[config.mk]
export PLATFORM = sky130hd
export DESIGN_NAME = swra_sequencer
export DESIGN_NICKNAME = d
export VERILOG_FILES = /design/src/pkg/swra_pkg.sv /design/src/hdl/swra_sequencer.sv
export SDC_FILE = /design/constraint.sdc
export NUM_CORES = 1
export LEC_CHECK = 0
export BUFFER_PORTS_ARGS = -buffer_cell sky130_fd_sc_hd__buf_2
export CAP_MARGIN = 25
export CORE_MARGIN = 5
export CORE_UTILIZATION = 64
export DETAILED_ROUTE_END_ITERATION = 8
export MAX_ROUTING_LAYER = met4
export PLACE_DENSITY = 0.84
export SYNTH_ARGS = -nofsm -noshare
export SYNTH_HDL_FRONTEND = slang
export SYNTH_SLANG_ARGS = --single-unit
[constraint.sdc]
create_clock -name ref_clk -period 5.4 [get_ports ref_clk]
set_input_delay 0.27 -clock ref_clk [delete_from_list [all_inputs] [get_ports ref_clk]]
set_output_delay 0.27 -clock ref_clk [all_outputs]
set_load 0.05 [all_outputs]
[src/pkg/swra_pkg.sv]
// Constants and types for the single-wire rise assist sequencer
package swra_pkg;

  // Clock
  localparam int unsigned CLK_PERIOD_NS = 20;

  // Slot timing in ns (plain defaults, standard speed)
  localparam int unsigned RESET_LOW_TIME_NS = 480000;
  localparam int unsigned RESET_HIGH_TIME_NS = 480000;
  localparam int unsigned RISE_ASSIST_DURATION_NS = 20000;
  localparam int unsigned WRITE_ZERO_LOW_TIME_NS = 60000;
  localparam int unsigned WRITE_ONE_LOW_TIME_NS = 6000;
  localparam int unsigned RECOVERY_TIME_NS = 5000;
  localparam int unsigned MASTER_SAMPLE_TIME_NS = 10000;

  // Least times round up to whole cycles
  function automatic int unsigned swra_cycles(input int unsigned ns);
    int unsigned c;
    c = (ns + CLK_PERIOD_NS - 1) / CLK_PERIOD_NS;
    return (c < 1) ? 1 : c;
  endfunction : swra_cycles

  localparam int unsigned RESET_LOW_CYC = swra_cycles(RESET_LOW_TIME_NS);
  localparam int unsigned RESET_HIGH_CYC = swra_cycles(RESET_HIGH_TIME_NS);
  localparam int unsigned RISE_ASSIST_DURATION_CYC = swra_cycles(RISE_ASSIST_DURATION_NS);
  localparam int unsigned WRITE_ZERO_LOW_CYC = swra_cycles(WRITE_ZERO_LOW_TIME_NS);
  localparam int unsigned WRITE_ONE_LOW_CYC = swra_cycles(WRITE_ONE_LOW_TIME_NS);
  localparam int unsigned RECOVERY_CYC = swra_cycles(RECOVERY_TIME_NS);
  localparam int unsigned MASTER_SAMPLE_CYC = swra_cycles(MASTER_SAMPLE_TIME_NS);

  // Slot counter width
  localparam int unsigned CNT_WIDTH = 17;

  // Kinds of bus activity
  typedef enum logic [1:0] {
    KIND_RESET = 2'h0,
    KIND_WRITE_ZERO = 2'h1,
    KIND_WRITE_ONE = 2'h2,
    KIND_READ = 2'h3
  } swra_kind_type;

  // Command from the slot sequencer side
  typedef struct packed {
    logic valid;
    swra_kind_type kind;
  } swra_cmd_type;

  // One-hot sequencer states
  typedef enum logic [5:0] {
    ST_IDLE = 6'h01,
    ST_LOW = 6'h02,
    ST_ARMED = 6'h04,
    ST_ASSIST = 6'h08,
    ST_WAIT = 6'h10,
    ST_HOLD = 6'h20
  } swra_state_type;

endpackage : swra_pkg

[src/hdl/swra_sequencer.sv]
// Rise assist sequencer for a single-wire bus master
// Operation
// - Assist may act during reset cycles, write slots and read slots.
// - Once armed, assist turns on at upward threshold crossing.
// - Never fire after shorts, presence on power-up, or outside slots.
// - Trigger arms when the initial low phase completes.
// - Reset: low for reset time; assist on for remaining assist duration.
// - Reset: re-arm after assist duration, fire after presence, on to reset end.
// - Write zero: low for zero time, arm, assist until recovery ends.
// - Write one: low for one time, arm, assist until slot end.
// - Read: low for one time, normal pullup on, arm; slave may hold low.
// - Read: sample the line at master sample time from slot start.
// - Read one: assist lasts to slot end, longer than read zero.
// - Strong pullup holds until new command, disable or reset, then self-clears.
// - Strong pullup slot edge handled as if assist active.
// - Strong pullup leaves assist enable setting unchanged.
`timescale 1ns/100ps
`default_nettype none

module swra_sequencer
  import swra_pkg::*;
#(
  parameter int unsigned RESET_LOW = RESET_LOW_CYC,
  parameter int unsigned RESET_HIGH = RESET_HIGH_CYC,
  parameter int unsigned ASSIST_DURATION = RISE_ASSIST_DURATION_CYC,
  parameter int unsigned WRITE_ZERO_LOW = WRITE_ZERO_LOW_CYC,
  parameter int unsigned WRITE_ONE_LOW = WRITE_ONE_LOW_CYC,
  parameter int unsigned RECOVERY = RECOVERY_CYC,
  parameter int unsigned MASTER_SAMPLE = MASTER_SAMPLE_CYC
) (
  // Clock and reset
  input wire logic ref_clk,
  input wire logic rst,
  // Configuration
  input wire logic rise_assist_enable,
  input wire logic strong_pullup_set,
  input wire logic strong_pullup_clear,
  // Commands from the slot sequencer
  input wire swra_cmd_type cmd,
  // Line sensing
  input wire logic line_high,
  input wire logic rise_assist_threshold,
  // Line drive
  output logic line_pulldown,
  output logic normal_pullup,
  output logic rise_assist,
  // Status
  output logic busy,
  output logic cmd_done,
  output logic read_valid,
  output logic read_bit,
  output logic strong_pullup_enabled
);

  ////////////////////////////////////////////////////////////////////////////
  // Slot window lengths

  localparam logic [CNT_WIDTH-1:0] RST_LOW_END = CNT_WIDTH'(RESET_LOW - 1);
  localparam logic [CNT_WIDTH-1:0] RST_ASSIST_END = CNT_WIDTH'(RESET_LOW + ASSIST_DURATION - 1);
  localparam logic [CNT_WIDTH-1:0] RST_SLOT_END = CNT_WIDTH'(RESET_LOW + RESET_HIGH - 1);
  localparam logic [CNT_WIDTH-1:0] W0_LOW_END = CNT_WIDTH'(WRITE_ZERO_LOW - 1);
  localparam logic [CNT_WIDTH-1:0] W1_LOW_END = CNT_WIDTH'(WRITE_ONE_LOW - 1);
  localparam logic [CNT_WIDTH-1:0] SLOT_END = CNT_WIDTH'(WRITE_ZERO_LOW + RECOVERY - 1);
  localparam logic [CNT_WIDTH-1:0] SAMPLE_AT = CNT_WIDTH'(MASTER_SAMPLE - 1);
  localparam logic [CNT_WIDTH-1:0] CNT_ONE = CNT_WIDTH'(1);

  // Last cycle of the initial low phase for each kind
  function automatic logic [CNT_WIDTH-1:0] low_end(input swra_kind_type k);
    unique case (k)
      KIND_RESET: low_end = RST_LOW_END;
      KIND_WRITE_ZERO: low_end = W0_LOW_END;
      KIND_WRITE_ONE: low_end = W1_LOW_END;
      KIND_READ: low_end = W1_LOW_END;
    endcase
  endfunction : low_end

  // Last cycle of the whole slot or reset cycle
  function automatic logic [CNT_WIDTH-1:0] slot_end(input swra_kind_type k);
    slot_end = (k == KIND_RESET) ? RST_SLOT_END : SLOT_END;
  endfunction : slot_end

  ////////////////////////////////////////////////////////////////////////////
  // Comparator synchronizer and rising edge

  logic thr_meta;
  logic thr_sync;
  logic thr_prev;
  logic thr_rise;

  always_ff @(posedge ref_clk or posedge rst) begin
    if (rst) begin
      thr_meta <= 1'b0;
      thr_sync <= 1'b0;
      thr_prev <= 1'b0;
    end else begin
      thr_meta <= rise_assist_threshold;
      thr_sync <= thr_meta;
      thr_prev <= thr_sync;
    end
  end

  assign thr_rise = thr_sync & ~thr_prev;

  ////////////////////////////////////////////////////////////////////////////
  // Sequencer

  swra_state_type state;
  swra_state_type next_state;
  swra_kind_type kind;
  logic [CNT_WIDTH-1:0] cnt;
  logic second_phase;
  logic strong_slot;
  logic start;
  logic trig_ok;
  logic at_end;

  // A new command is only taken when idle or holding the strong pullup
  assign start = cmd.valid & (state == ST_IDLE || state == ST_HOLD);
  // Strong pullup slot fires even when the assist is disabled
  assign trig_ok = rise_assist_enable | strong_slot;
  assign at_end = (cnt == slot_end(kind));

  always_comb begin
    next_state = state;
    unique case (state)
      ST_IDLE: begin
        if (start) begin
          next_state = ST_LOW;
        end
      end
      ST_LOW: begin
        if (cnt == low_end(kind)) begin
          next_state = ST_ARMED;
        end
      end
      ST_ARMED: begin
        if (at_end) begin
          next_state = strong_slot ? ST_HOLD : ST_IDLE;
        end else if (thr_rise && trig_ok) begin
          next_state = ST_ASSIST;
        end
      end
      ST_ASSIST: begin
        if (at_end) begin
          next_state = strong_slot ? ST_HOLD : ST_IDLE;
        end else if (kind == KIND_RESET && !second_phase && cnt == RST_ASSIST_END) begin
          next_state = ST_ARMED;
        end
      end
      ST_WAIT: begin
        if (at_end) begin
          next_state = ST_IDLE;
        end
      end
      ST_HOLD: begin
        if (start) begin
          next_state = ST_LOW;
        end else if (strong_pullup_clear) begin
          next_state = ST_IDLE;
        end
      end
    endcase
  end

  always_ff @(posedge ref_clk or posedge rst) begin
    if (rst) begin
      state <= ST_IDLE;
    end else begin
      state <= next_state;
    end
  end

  // Slot timer runs from the falling edge of the slot
  always_ff @(posedge ref_clk or posedge rst) begin
    if (rst) begin
      cnt <= '0;
    end else if (start) begin
      cnt <= '0;
    end else if (state != ST_IDLE && state != ST_HOLD) begin
      cnt <= cnt + CNT_ONE;
    end
  end

  always_ff @(posedge ref_clk or posedge rst) begin
    if (rst) begin
      kind <= KIND_RESET;
    end else if (start) begin
      kind <= cmd.kind;
    end
  end

  // Second half of a reset cycle waits for the presence pulse to end
  always_ff @(posedge ref_clk or posedge rst) begin
    if (rst) begin
      second_phase <= 1'b0;
    end else if (start) begin
      second_phase <= 1'b0;
    end else if (kind == KIND_RESET && cnt == RST_ASSIST_END) begin
      second_phase <= 1'b1;
    end
  end

  ////////////////////////////////////////////////////////////////////////////
  // Strong pullup enable

  always_ff @(posedge ref_clk or posedge rst) begin
    if (rst) begin
      strong_pullup_enabled <= 1'b0;
    end else if (strong_pullup_clear) begin
      strong_pullup_enabled <= 1'b0;
    end else if (strong_pullup_set) begin
      strong_pullup_enabled <= 1'b1;
    end else if (state == ST_HOLD && start) begin
      strong_pullup_enabled <= 1'b0;
    end
  end

  always_ff @(posedge ref_clk or posedge rst) begin
    if (rst) begin
      strong_slot <= 1'b0;
    end else if (start) begin
      // Clear wins over a command taken in the same cycle
      strong_slot <= strong_pullup_enabled && !strong_pullup_clear && state != ST_HOLD;
    end else if (strong_pullup_clear) begin
      strong_slot <= 1'b0;
    end
  end

  ////////////////////////////////////////////////////////////////////////////
  // Line drive, all registered from the next state

  always_ff @(posedge ref_clk or posedge rst) begin
    if (rst) begin
      line_pulldown <= 1'b0;
      normal_pullup <= 1'b1;
      rise_assist <= 1'b0;
      busy <= 1'b0;
    end else begin
      line_pulldown <= (next_state == ST_LOW);
      normal_pullup <= (next_state != ST_LOW);
      // Assist only inside a slot or as the strong pullup hold
      rise_assist <= (next_state == ST_ASSIST) || (next_state == ST_HOLD);
      busy <= (next_state != ST_IDLE) && (next_state != ST_HOLD);
    end
  end

  always_ff @(posedge ref_clk or posedge rst) begin
    if (rst) begin
      cmd_done <= 1'b0;
    end else begin
      cmd_done <= (state == ST_ARMED || state == ST_ASSIST || state == ST_WAIT) && at_end;
    end
  end

  // Read sample
  always_ff @(posedge ref_clk or posedge rst) begin
    if (rst) begin
      read_valid <= 1'b0;
      read_bit <= 1'b0;
    end else begin
      read_valid <= 1'b0;
      if (kind == KIND_READ && state != ST_IDLE && state != ST_HOLD && cnt == SAMPLE_AT) begin
        read_valid <= 1'b1;
        read_bit <= line_high;
      end
    end
  end

endmodule : swra_sequencer

`default_nettype wire

# Word-level counts from Yosys, hierarchy flattened
# Cells that the tools add are included.
dict set report word_totals {
  ff_bits 38
  latch_bits 0
  mem_bits_rw 0
  rom_bits 0
  inputBits 10
  out_inout_bits 8
  word_cells 91
  memories 0
}
dict set report classes {
  add_sub_neg 1
  mul 0
  div 0
  magnitude_cmp 0
  n_eq_ne 21
  shifts 0
  mux 24
  bitwise 4
  n_reduce_logical 25
}
# op count
set ops {}
lappend ops {{6-bit 2-to-1 mux} 10}
lappend ops {{17-bit 2-to-1 mux} 3}
lappend ops {{17-bit case mux with 3 select lines} 1}
lappend ops {{6-bit case mux with 6 select lines} 1}
lappend ops {{17-bit by 1-bit adder with 17-bit output, second input constant} 1}
lappend ops {{17-bit by 15-bit equality test with 1-bit output, second input constant} 1}
lappend ops {{17-bit by 16-bit equality test with 1-bit output} 1}
lappend ops {{17-bit equality test} 1}
lappend ops {{17-bit by 9-bit equality test with 1-bit output, second input constant} 1}
lappend ops {{16-bit 2-to-1 mux} 1}
lappend ops {{1-bit logical AND} 13}
lappend ops {{6-bit by 2-bit equality test with 1-bit output, second input constant} 2}
lappend ops {{6-bit by 4-bit equality test with 1-bit output, second input constant} 2}
lappend ops {{6-bit equality test, second input constant} 2}
lappend ops {{6-bit by 1-bit != test with 1-bit output, second input constant} 2}
lappend ops {{6-bit != test, second input constant} 2}
lappend ops {{1-bit 2-to-1 mux} 8}
lappend ops {{6-bit by 1-bit equality test with 1-bit output, second input constant} 1}
lappend ops {{6-bit by 3-bit equality test with 1-bit output, second input constant} 1}
lappend ops {{6-bit by 5-bit equality test with 1-bit output, second input constant} 1}
lappend ops {{6-bit by 2-bit != test with 1-bit output, second input constant} 1}
lappend ops {{2-bit nonzero test} 3}
lappend ops {{2-bit equality test, second input constant} 2}
lappend ops {{1-bit logical OR} 4}
lappend ops {{other kinds (8)} 10}

# Depth between registers and ports, before layout
# Gate-level depths: netlist (run 1).
dict set report logic_depth {
  depth_word 9
  depth_mapped 8
  mapped_depth_nobuf 8
}

# Least setup slack after synthesis (run 1)
# Ideal clock, no wire load.
dict set report synth_timing {
  path_type {reg2reg}
  start {register cnt[1]}
  end {register normal_pullup}
  t_arrival_ps 2552
  required_ps 5306
  path_slack_ps 2753
  stages_incl_launch_ff 9
  cell_sequence {dfrtp_1 -> ha_1 -> nand3b_1 -> or4_4 -> or4_4 -> a21oi_2 -> o2bb2ai_2 -> and4bb_1 -> or4b_1}
}
dict set report synth_between {
  elab_chain_cells 6
}
# item line_no
set synth_lines {}
lappend synth_lines {{from (decl)} swra_sequencer.sv:110} ;# logic [CNT_WIDTH-1:0] cnt;
lappend synth_lines {{from (signal assigned)} swra_sequencer.sv:180} ;# cnt <= cnt + CNT_ONE;
lappend synth_lines {{17-bit by 15-bit equality test with 1-bit output} swra_sequencer.sv:146} ;# end else if (kind == KIND_RESET && !second_phase && cnt == RST_ASSIST_END) begin
lappend synth_lines {{1-bit logical AND} swra_sequencer.sv:146}
lappend synth_lines {{6-bit 2-to-1 mux} swra_sequencer.sv:146}
lappend synth_lines {{6-bit 2-to-1 mux} swra_sequencer.sv:144} ;# if (at_end) begin
lappend synth_lines {{6-bit case mux with 6 select lines *} swra_sequencer.sv:125} ;# unique case (state)
lappend synth_lines {{named net next_state[4]} swra_sequencer.sv:108} ;# swra_state_type next_state;
lappend synth_lines {{6-bit by 2-bit != test with 1-bit output *} swra_sequencer.sv:240} ;# normal_pullup <= (next_state != ST_LOW);
lappend synth_lines {{to (signal assigned)} swra_sequencer.sv:240}
lappend synth_lines {{to (decl)} swra_sequencer.sv:45} ;# output logic normal_pullup,
# The timed path passes the listed nets; every way through them passes the cells marked *.
# A chain may end at the register's enable or synchronous reset.

# Worst setup path after layout (run 1)
dict set report layout_timing {
  start {register state[4]}
  end {register normal_pullup}
}
dict set report layout_between {
  elab_chain_cells 6
}
# item line_no
set layout_lines {}
lappend layout_lines {{from (decl)} swra_sequencer.sv:107} ;# swra_state_type state;
lappend layout_lines {{from (signal assigned)} swra_sequencer.sv:169} ;# state <= next_state;
lappend layout_lines {{6-bit by 1-bit equality test with 1-bit output or 6-bit equality test (tied branches)} {swra_sequencer.sv:118, swra_sequencer.sv:125}}
lappend layout_lines {{1-bit logical OR} swra_sequencer.sv:118} ;# assign start = cmd.valid & (state == ST_IDLE || state == ST_HOLD);
lappend layout_lines {{1-bit bitwise AND} swra_sequencer.sv:118}
lappend layout_lines {{6-bit 2-to-1 mux (on tied branches)} {swra_sequencer.sv:156, swra_sequencer.sv:127}}
lappend layout_lines {{6-bit case mux with 6 select lines *} swra_sequencer.sv:125}
lappend layout_lines {{named net next_state[0]} swra_sequencer.sv:108}
lappend layout_lines {{6-bit by 2-bit != test with 1-bit output *} swra_sequencer.sv:240}
# Marked as above.

==> impl_results.md, run 1 <==
- Top Ports: 18
- Worst-path clk slew: 0.11 ns
- IR drop worst, VDD: around 180 µV
- Initial Utilization: 67.18%
- Status: completed
- Tcrit/Tclk final: 57.67%
- Pre-Repair DR Iteration Count: 5
- Wire per inst: 17.87 µm
- Dpl hpwl: 4.009 mm
- Die Ht: 69.88 µm
- Worst-margin pin slew: roughly 0.78 ns
- Syn Inst Count: 258
- WL final: 5.610 mm
- Critical path arrival: 3.38 ns
- Most frequent cells in the layout: dfrtp_1, nand2_1, o21ai_0
- Max Cap Viol: 0
- Total negative slack: 0 ns
- CTS tree: done
- Slowest CP cell: nor2_2
- Clk root buf: clkbuf_4
- Clock latency on the worst-skew pair: 0.34 ns
- Post-CTS setup buffers: 0
- Sink Count: 38
- Number of global-route vias before repair: 1947
- Final min period: 3.114 ns
- Commonest non-fill, non-tap cell in the layout: dfrtp_1
- Regs by FF count: cnt x17, state x6, kind x2
- Routed vias/inst: 6.933
- Nets: approximately 280
- Initial DRC Count: roughly 200
- Most Frequent Cell on Critical Path: nand2_1
- Yosys reg bits: 38
- Slew headroom: 47.87%
- Site Rows: 21
- First-pass GRT wire length: 9.411 mm
- Max Used Layer: met4
- Seq/Total Area, Yosys: 41.55%
- Gr ovfl total: 0
- Critical path type: flop to flop
- CP Data Required Time: 5.67 ns
- Hold Slack: between 0.015 and 0.02 ns
- Maximum fanout along the worst path: 18
- Initial antenna violation count: 0
- Unrepaired setup endpoints after global routing: no
- Startpoint types: flop
- DR DRC count: 0
- Share of post-route cells with drive strength above 1: between 10% and 20%
- Final ANT Viol Nets: 0
- R2R Path End: normal_pullup$_DFF_PP1_
- Max frequency: 0.3211 GHz
- FF-to-FF path depth: 7
- CTS resizes: 0
- CTS HTree Levels: 2
- Max stage delay on crit path: 0.61 ns
- Distinct cell type count after synthesis: 56
- Final setup vio count: 0
- Die W: 69.88 µm
- CTS Hold Buffers Added: 0
- Final setup skew: ~0.0085 ns
- CTS Buf Count: 5
- Mapped cell area: 2295 µm²
- Routed vias: 2177
- Diode count: 0
- Fin. max-slew vios: 0
- EDFF count, synth: 0
- Reg2Reg Setup Slack: 2.29 ns
- PD cells: 182.0 nW/µm²
- Core area: 3416 µm²
- R2R Path Start: state[4]$_DFF_PP0_
- P_leak: 0.9706 nW
- CP cell instances: nor3_1, nand2_1, nor2_2, nand2_1, a32oi_1, o21ai_1, or4b_1
- Yosys warns: 0
- Largest net degree at the start of global routing: 39
- Mapped Avg Cell Area: 8.894 µm²
- CP Capture Type: flop
- Synthesis-to-finish area growth: 6.052%
- WL met3: 505 µm
- Die ar.: 4883 µm²
- Wire length on met2: 2.363 mm
- Tightest Hold Check Type: input pin to asynchronous set/reset pin
- Top_reg_cell synth: dfrtp_1
- GRT Util Overall: about a quarter
- Largest Register: cnt
- FFs w/ async S/R, synth: 100.0%
- Routed met1 length: 2.663 mm
- IO buf count: 17
- Net Count, Synth: 269
- Fin. Hold Viols: 0
- Gpl congestion: slightly above 0.9
- Largest register FFs: 17
- Clk buf depth: 2
cell type report:
type | instances | area [µm²]
flip-flops and latches | 38 | 953.4
repair buffers | 18 | 92.59
well taps | 46 | 57.56
fillers | 276 | 982.2
multi-input cells | 199 | 1262
inverters | 5 | 18.77
clock buffers | 8 | 48.80
synth_stat cells (7+ instances only):
cell type	number	share of area [%]
dfrtp_1	36	39
nand2_1	28	4.6
o21ai_0	21	4.6
clkbuf_1	15	2.5
nor2_1	10	1.6
a21oi_1	9	2.0
nor4_1	9	2.5
nand3_1	8	1.7
nor3_1	8	1.7
o31ai_1	8	2.6
nand4_1	7	1.9
o22ai_1	7	1.9
critical path: cells and delay by family (launching register included):
family / cells / cell delay [ns]
simple gates: 5 / 2.06
flops: 1 / 0.55
compound gates: 2 / 0.42
report_power, final:
| group | internal, mW | switching (mW) | total (mW) |
|---|---|---|---|
| Clock | 0.0519 | 0.0884 | 0.140 |
| Sequential | 0.286 | 0.000850 | 0.287 |
| Combinational | 0.00438 | 0.0112 | 0.0156 |
kinds of logic after synthesis:
| logic type | share of synthesized area (%) |
|---|---|
| xor gates and xnor gates | 2.290 |
| buffers and inverters | 3.435 |
| adders and majority gates | 0.5452 |
| muxes | 1.963 |
| and+or+nand+nor | 30.21 |
| DFF | 41.55 |
| AOI/OAI and AO/OA | 20.01 |
metal layers:
layer,vias to the layer above,global-route usage [%]
met1,1035,36.70
met2,133,33.16
li1,998,-
met3,11,5.882
met4,0,6.596
met5,-,-
through the flow:
step	power (mW)	instances	setup WS (ns)	area, µm²	utilization [%]
after floorplan	0.3011	258	2.753	2295	-
after global placement	0.3084	306	2.593	2385	69.82
after detailed placement	0.3083	306	2.393	2385	69.82
after CTS	0.4452	314	2.361	2434	71.25
after global routing	0.4653	314	2.143	2434	71.25
final	0.4428	314	2.286	2434	71.25
how the worst max path moves through the flow:
stage / start / end / slack (ns)
6_report: state[4]$_DFF_PP0_ / normal_pullup$_DFF_PP1_ / 2.29
5_1_grt: state[2]$_DFF_PP0_ / normal_pullup$_DFF_PP1_ / 2.14
4_1_cts: state[2]$_DFF_PP0_ / normal_pullup$_DFF_PP1_ / 2.36
3_5_place_dp: state[4]$_DFF_PP0_ / normal_pullup$_DFF_PP1_ / 2.39
3_3_place_gp: state[4]$_DFF_PP0_ / normal_pullup$_DFF_PP1_ / 2.59
2_1_floorplan: cnt[1]$_DFFE_PP0P_ / normal_pullup$_DFF_PP1_ / 2.75
Power figures use the tool's default switching activity.
==> run 2: changes to the inputs <==
- CORE_UTILIZATION: 64 -> 54
- PLACE_DENSITY: 0.84 -> 0.76
- clock period: 5.4 -> 2.64 ns (I/O delays scaled with it)
==> impl_results.md, run 2 (same netlist as run 1, synthesis figures left out) <==
- FF-to-FF path depth: 8
- Tcrit/Tclk final: 97.84%
- Routed vias/inst: 6.286
- Sequential Area: 954.7 µm²
- Setup crit end: normal_pullup$_DFF_PP1_
- Largest net degree at the start of global routing: 26
- Final min period: 2.583 ns
- Maximum fanout along the worst path: 3
- Most Frequent Cell on Critical Path: or4_4
- Sw frac: between 20% and 30%
- Multi-input combinational cell area: ~1300 µm²
- Final setup vio count: 0
- Gr ovfl total: 0
- Slowest CP cell: or4_4
- IR drop worst, VDD: approximately 270 µV
- NetSw: 234.2 µW
- Final instance area: 2801 µm²
- Wire per inst: roughly 17 µm
- Nets: 310
- Startpoint types: flop
- Slew headroom: 57.72%
- Hold path start: strong_pullup_set
- Regs by FF count: cnt x17, state x6, kind x2
- Clk root buf: clkbuf_8
- CP Capture Type: flop
- Share of post-route cells with drive strength above 1: 25.33%
- Max Cap Viol: 0
- First-pass GRT wire length: approximately 10 mm
- Number of global-route vias before repair: approximately 2.1k
- Final setup skew: about 0.011 ns
- GRT Util Overall: between 20% and 30%
- CP Data Required Time: 2.84 ns
- Synthesis-to-finish area growth: 22.08%
- Reg2Reg Setup Slack: 0.06 ns
- Gpl congestion: 0.9834
- Tightest Hold Check Type: input pin to flop
- R2R Path Start: cnt[0]$_DFFE_PP0P_
- CTS tree: done
- Fin. Hold Viols: 0
- Worst-path clk slew: 0.08 ns
- IO buf count: 17
- PD cells: 408.2 nW/µm²
- Hold Slack: 0.05957 ns
- Unrepaired setup endpoints after global routing: yes
- R2R Path End: normal_pullup$_DFF_PP1_
- Final ANT Viol Nets: 0
- Clock latency on the worst-skew pair: between 0.2 and 0.3 ns
- Fin. max-slew vios: 0
- Placed Instance Area: 2603 µm²
- Die Ht: 75.19 µm
- Worst-margin pin slew: 0.6284 ns
- Top Ports: 18
- Most frequent cells in the layout: dfrtp_1, buf_4, nand2_1
- Initial DRC Count: 236
- Initial antenna violation count: 0
- Clk buf depth: 2
- Comb power frac: 3.6%
- Largest Register: cnt
- Routed vias: 2200
- Core area: 4058 µm²
- Clock share of power: a little under half
- Dpl hpwl: 4.531 mm
- Pre-Repair DR Iteration Count: 4
- Crit. Startpoint: cnt[0]$_DFFE_PP0P_
- Status: completed
- CTS Buf Count: 5
- Max frequency: roughly 0.39 GHz
- Diode count: 0
- Sequential Power Share: 51.3%
- Site Rows: 23
- CP cell instances: ha_2, nand3b_1, or4_4, or4_4, a21oi_2, o2bb2ai_2, and4bb_1, or4b_1
- WL final: 5.980 mm
- Dpl ws: 0.009105 ns
- CTS HTree Levels: 2
- P_leak: approximately 1.2 nW
- Initial Utilization: a little under three fifths
- Critical path type: flop to flop
- Max stage delay on crit path: 0.45 ns
- Filler instances: 314
- Commonest non-fill, non-tap cell in the layout: dfrtp_1
- Die ar.: roughly 5700 µm²
- Internal Pwr Total: 909.3 µW
- Total negative slack: 0 ns
- Sink Count: 38
- DR DRC count: 0
- PnR worst setup slack: 0.05697 ns
- Critical path arrival: 2.79 ns
- Largest register FFs: 17
- Die W: 75.19 µm
run 2: critical path, delay by kind of cell, from the launching register on:
family / cells / cell delay (ns)
fa+ha+maj: 1 / 0.18
simple gates: 5 / 1.71
flops: 1 / 0.37
compound gates: 2 / 0.25
run 2: routing by layer:
| layer | GRT usage (%) | up-vias | share of wire, % |
|---|---|---|---|
| li1 | - | 1062 | - |
| met1 | 35.46 | 1037 | 49 |
| met2 | 35.20 | 92 | 43 |
| met3 | 4.272 | 9 | 7.2 |
| met4 | 7.573 | 0 | 1.4 |
| met5 | - | - | 0 |
run 2: cell type report:
| type | instances | area share, % |
|---|---|---|
| clock buffer | 7 | 3.082 |
| timing repair buffer | 50 | 12.77 |
| tap | 50 | 2.233 |
| clock inverter | 1 | 1.072 |
| sequential | 38 | 34.08 |
| multi-input combinational | 199 | 46.09 |
| inverter | 5 | 0.6699 |
run 2: metrics by stage:
stage	std cells	power [mW]	util [%]
global placement	338	0.6324	64.14
CTS	347	1.147	67.25
finish	350	1.144	69.04
global route	350	1.186	69.04
floorplan	258	0.6159	-
detailed placement	338	0.6337	64.14
run 2: power groups by stage:
stage	registers [mW]	logic [mW]	clock network [mW]
floorplan	0.602	0.0143	0
finish	0.587	0.0412	0.515
detailed placement	0.598	0.0352	0
global placement	0.598	0.0343	0
CTS	0.587	0.0364	0.523
global route	0.588	0.0471	0.552
run 2: timing repair:
item                                   CTS  global route
setup buffers                            0             1
hold buffers                             1             1
endpoints found under the hold margin    1            12
resized for setup                        0             5
setup endpoints to repair                0             3
run 2: worst min path at each step:
stage                                        end  cells past startpoint  slack, ns
6_report       strong_pullup_enabled$_DFFE_PP0P_                      3       0.06
5_1_grt                      kind[0]$_DFFE_PP0P_                      2       0.05
3_3_place_gp                  thr_meta$_DFF_PP0_                      1       0.24
4_1_cts                      kind[0]$_DFFE_PP0P_                      2       0.06
2_1_floorplan                 thr_meta$_DFF_PP0_                      0       0.16
3_5_place_dp                  thr_meta$_DFF_PP0_                      1       0.24
==> run 3: changes to the inputs <==
- ABC_AREA: default -> 1
- CAP_MARGIN: 25 -> 30
==> impl_results.md, run 3 <==
- Tightest Hold Check Type: input pin to flop
- Syn Inst Count: around 330
- Clk buf depth: 2
- Synthesis-to-finish area growth: 13.36%
- Worst-path clk slew: 0.08 ns
- P_leak: 1.331 nW
- Site Rows: 23
- Final min period: 1.899 ns
- FFs w/ async S/R, synth: 100.0%
- Total power: ~1.2 mW
- CTS resizes: 0
- IO buf count: 17
- Gpl congestion: 0.9814
- Most frequent cell after synthesis: nand2_1
- Die ar.: roughly 5700 µm²
- Yosys warns: 0
- PD cells: 468.0 nW/µm²
- CTS HTree Levels: 2
- Die Ht: 75.31 µm
- First-pass GRT wire length: 9.735 mm
- Wire per inst: 13.88 µm
- Startpoint types: flop
- Diode count: 0
- Final ANT Viol Nets: 0
- Worst-margin pin slew: between 0.6 and 0.7 ns
- IR drop worst, VDD: 393.4 µV
- Commonest cells post-synth: nand2_1, inv_1, dfrtp_1
- Largest net degree at the start of global routing: 24
- Gr ovfl total: 0
- Net Count, Synth: 337
- Routed vias/inst: around 5.5
- Die W: around 75 µm
- DR DRC count: 0
- Commonest non-fill, non-tap cell in the layout: nand2_1
- CTS tree: done
- Mapped Avg Cell Area: 7.066 µm²
- Yosys reg bits: 38
- Core area: 4058 µm²
- CP Capture Type: flop
- Top_reg_cell synth: dfrtp_1
- Final setup vio count: 0
- PnR worst setup slack: around 0.74 ns
- Regs by FF count: cnt x17, state x6, kind x2
- Nets: 363
- Seq/Total Area, Yosys: between 40% and 50%
- Pre-Repair DR Iteration Count: 5
- Initial DRC Count: 325
- Share of post-route cells with drive strength above 1: between 10% and 20%
- Top Ports: 18
- Maximum fanout along the worst path: 18
- Initial Utilization: a little under three fifths
- EDFF count, synth: 0
- Final setup skew: a little under 0.008 ns
- Clock latency on the worst-skew pair: 0.29 ns
- Sink Count: 38
- Unrepaired setup endpoints after global routing: no
- Mapped cell area: 2303 µm²
- Number of global-route vias before repair: 2148
- Largest register FFs: 17
- Dpl hpwl: 4.201 mm
- Most frequent cells in the layout: nand2_1, inv_1, dfrtp_1
- Clk root buf: clkbuf_8
- GRT Util Overall: 23.20%
- Tcrit/Tclk final: between 70 and 80%
- Largest Register: cnt
- Slew headroom: 59.71%
- Fin. max-slew vios: 0
- Critical path type: flop to flop
- Max Cap Viol: 0
- Initial antenna violation count: 0
- CTS Buf Count: 5
- Dpl ws: around 0.79 ns
- Critical path arrival: 2.09 ns
- WL final: 5.592 mm
- Status: completed
- Routed vias: 2232
- Cells taking the most area after synthesis: dfrtp_1, nand2_1, inv_1
- CP Data Required Time: approximately 2.8 ns
- Total negative slack: 0 ns
- Distinct cell type count after synthesis: 26
- Fin. Hold Viols: 0
- Top cell type by total area after synthesis: dfrtp_1
- Max frequency: approximately 0.53 GHz
- Top-area cell type share of the netlist area: 39.11%
-- run 3: cell types whose count changed after synthesis, moves of 5 or more --
cell / change
inv_1: +40
nor2_1: +24
inv_2: +10
nand2_1: +62
xor2_1: -5
o22ai_1: -7
nor4b_1: -5
clkbuf_1: -15
nor4_1: -8
nand3_1: +22
o31ai_1: -8
nor2_2: +6
nand3_2: +6
-- run 3: cells by family (layout without fill, tap and decap cells) --
logic type	Yosys count	count (layout)	share of synthesized area [%]
compound gates	34	34	7.931
fa+ha+maj	1	1	0.5431
buf+inv	57	84	9.451
flops	38	38	41.39
mux	1	1	0.4346
simple gates	195	195	40.25
-- run 3: timing repair --
item,CTS,global route
hold endpoints to repair,15,0
buffers inserted,0,0
hold buffers,2,0
-- run 3: layout make-up --
cell class / instances / area, µm²
sequential: 38 / 953.4
multi-input combinational: 231 / 1132
tap: 50 / 62.56
fill: 353 / 1446
clock inverter: 3 / 68.82
clock buffer: 5 / 68.82
inverter: 56 / 212.7
timing repair buffer: 20 / 112.6
-- run 3: worst max-delay path: stages (launching register included) --
cell	delay [ns]
dfstp_2	0.59
nor2_4	0.07
nand4_2	0.12
nand2_2	0.11
nand2_4	0.21
inv_4	0.08
nor2_1	0.13
nor2_2	0.06
nor2_2	0.13
nand2_1	0.07
inv_1	0.04
nand2_1	0.05
nor2_1	0.09
nor2_1	0.04
-- run 3: path summary, 6_finish.rpt --
kind / startpoint / depth (start not counted) / slack, ns / to
worst min register to register: thr_meta$_DFF_PP0_ / 0 / 0.36 / thr_sync$_DFF_PP0_
worst max register to register: state[0]$_DFF_PP1_ / 13 / 0.74 / busy$_DFF_PP0_
worst max-delay path: state[0]$_DFF_PP1_ / 13 / 0.74 / busy$_DFF_PP0_
max in group asynchronous: rst / 4 / 1.39 / state[0]$_DFF_PP1_
min in group asynchronous: rst / 3 / 0.48 / busy$_DFF_PP0_
worst min-delay path: line_high / 3 / 0.04 / read_bit$_DFFE_PP0P_
-- run 3: routing by layer --
metal | GRT usage [%] | share of wire [%] | vias to the layer above
met4 | 5.825 | 1.2 | 0
met5 | - | 0 | -
met2 | 34.71 | 45 | 103
met1 | 32.07 | 47 | 1029
met3 | 5.277 | 6.9 | 8
li1 | - | - | 1092
-- run 3: metrics by stage --
step | hold WS (ns) | area [µm²] | utilization, % | instances
global placement | 0.2293 | 2454 | 60.47 | 393
global route | 0.04588 | 2611 | 64.35 | 403
floorplan | 0.1634 | 2303 | - | 326
detailed placement | 0.2406 | 2454 | 60.47 | 393
finish | 0.03763 | 2611 | 64.35 | 403
CTS | 0.03221 | 2611 | 64.35 | 403
-- run 3: where the power goes --
part           internal, mW  switching (mW)
registers             0.585         0.00146
clock network         0.379           0.225
logic               0.00980          0.0221
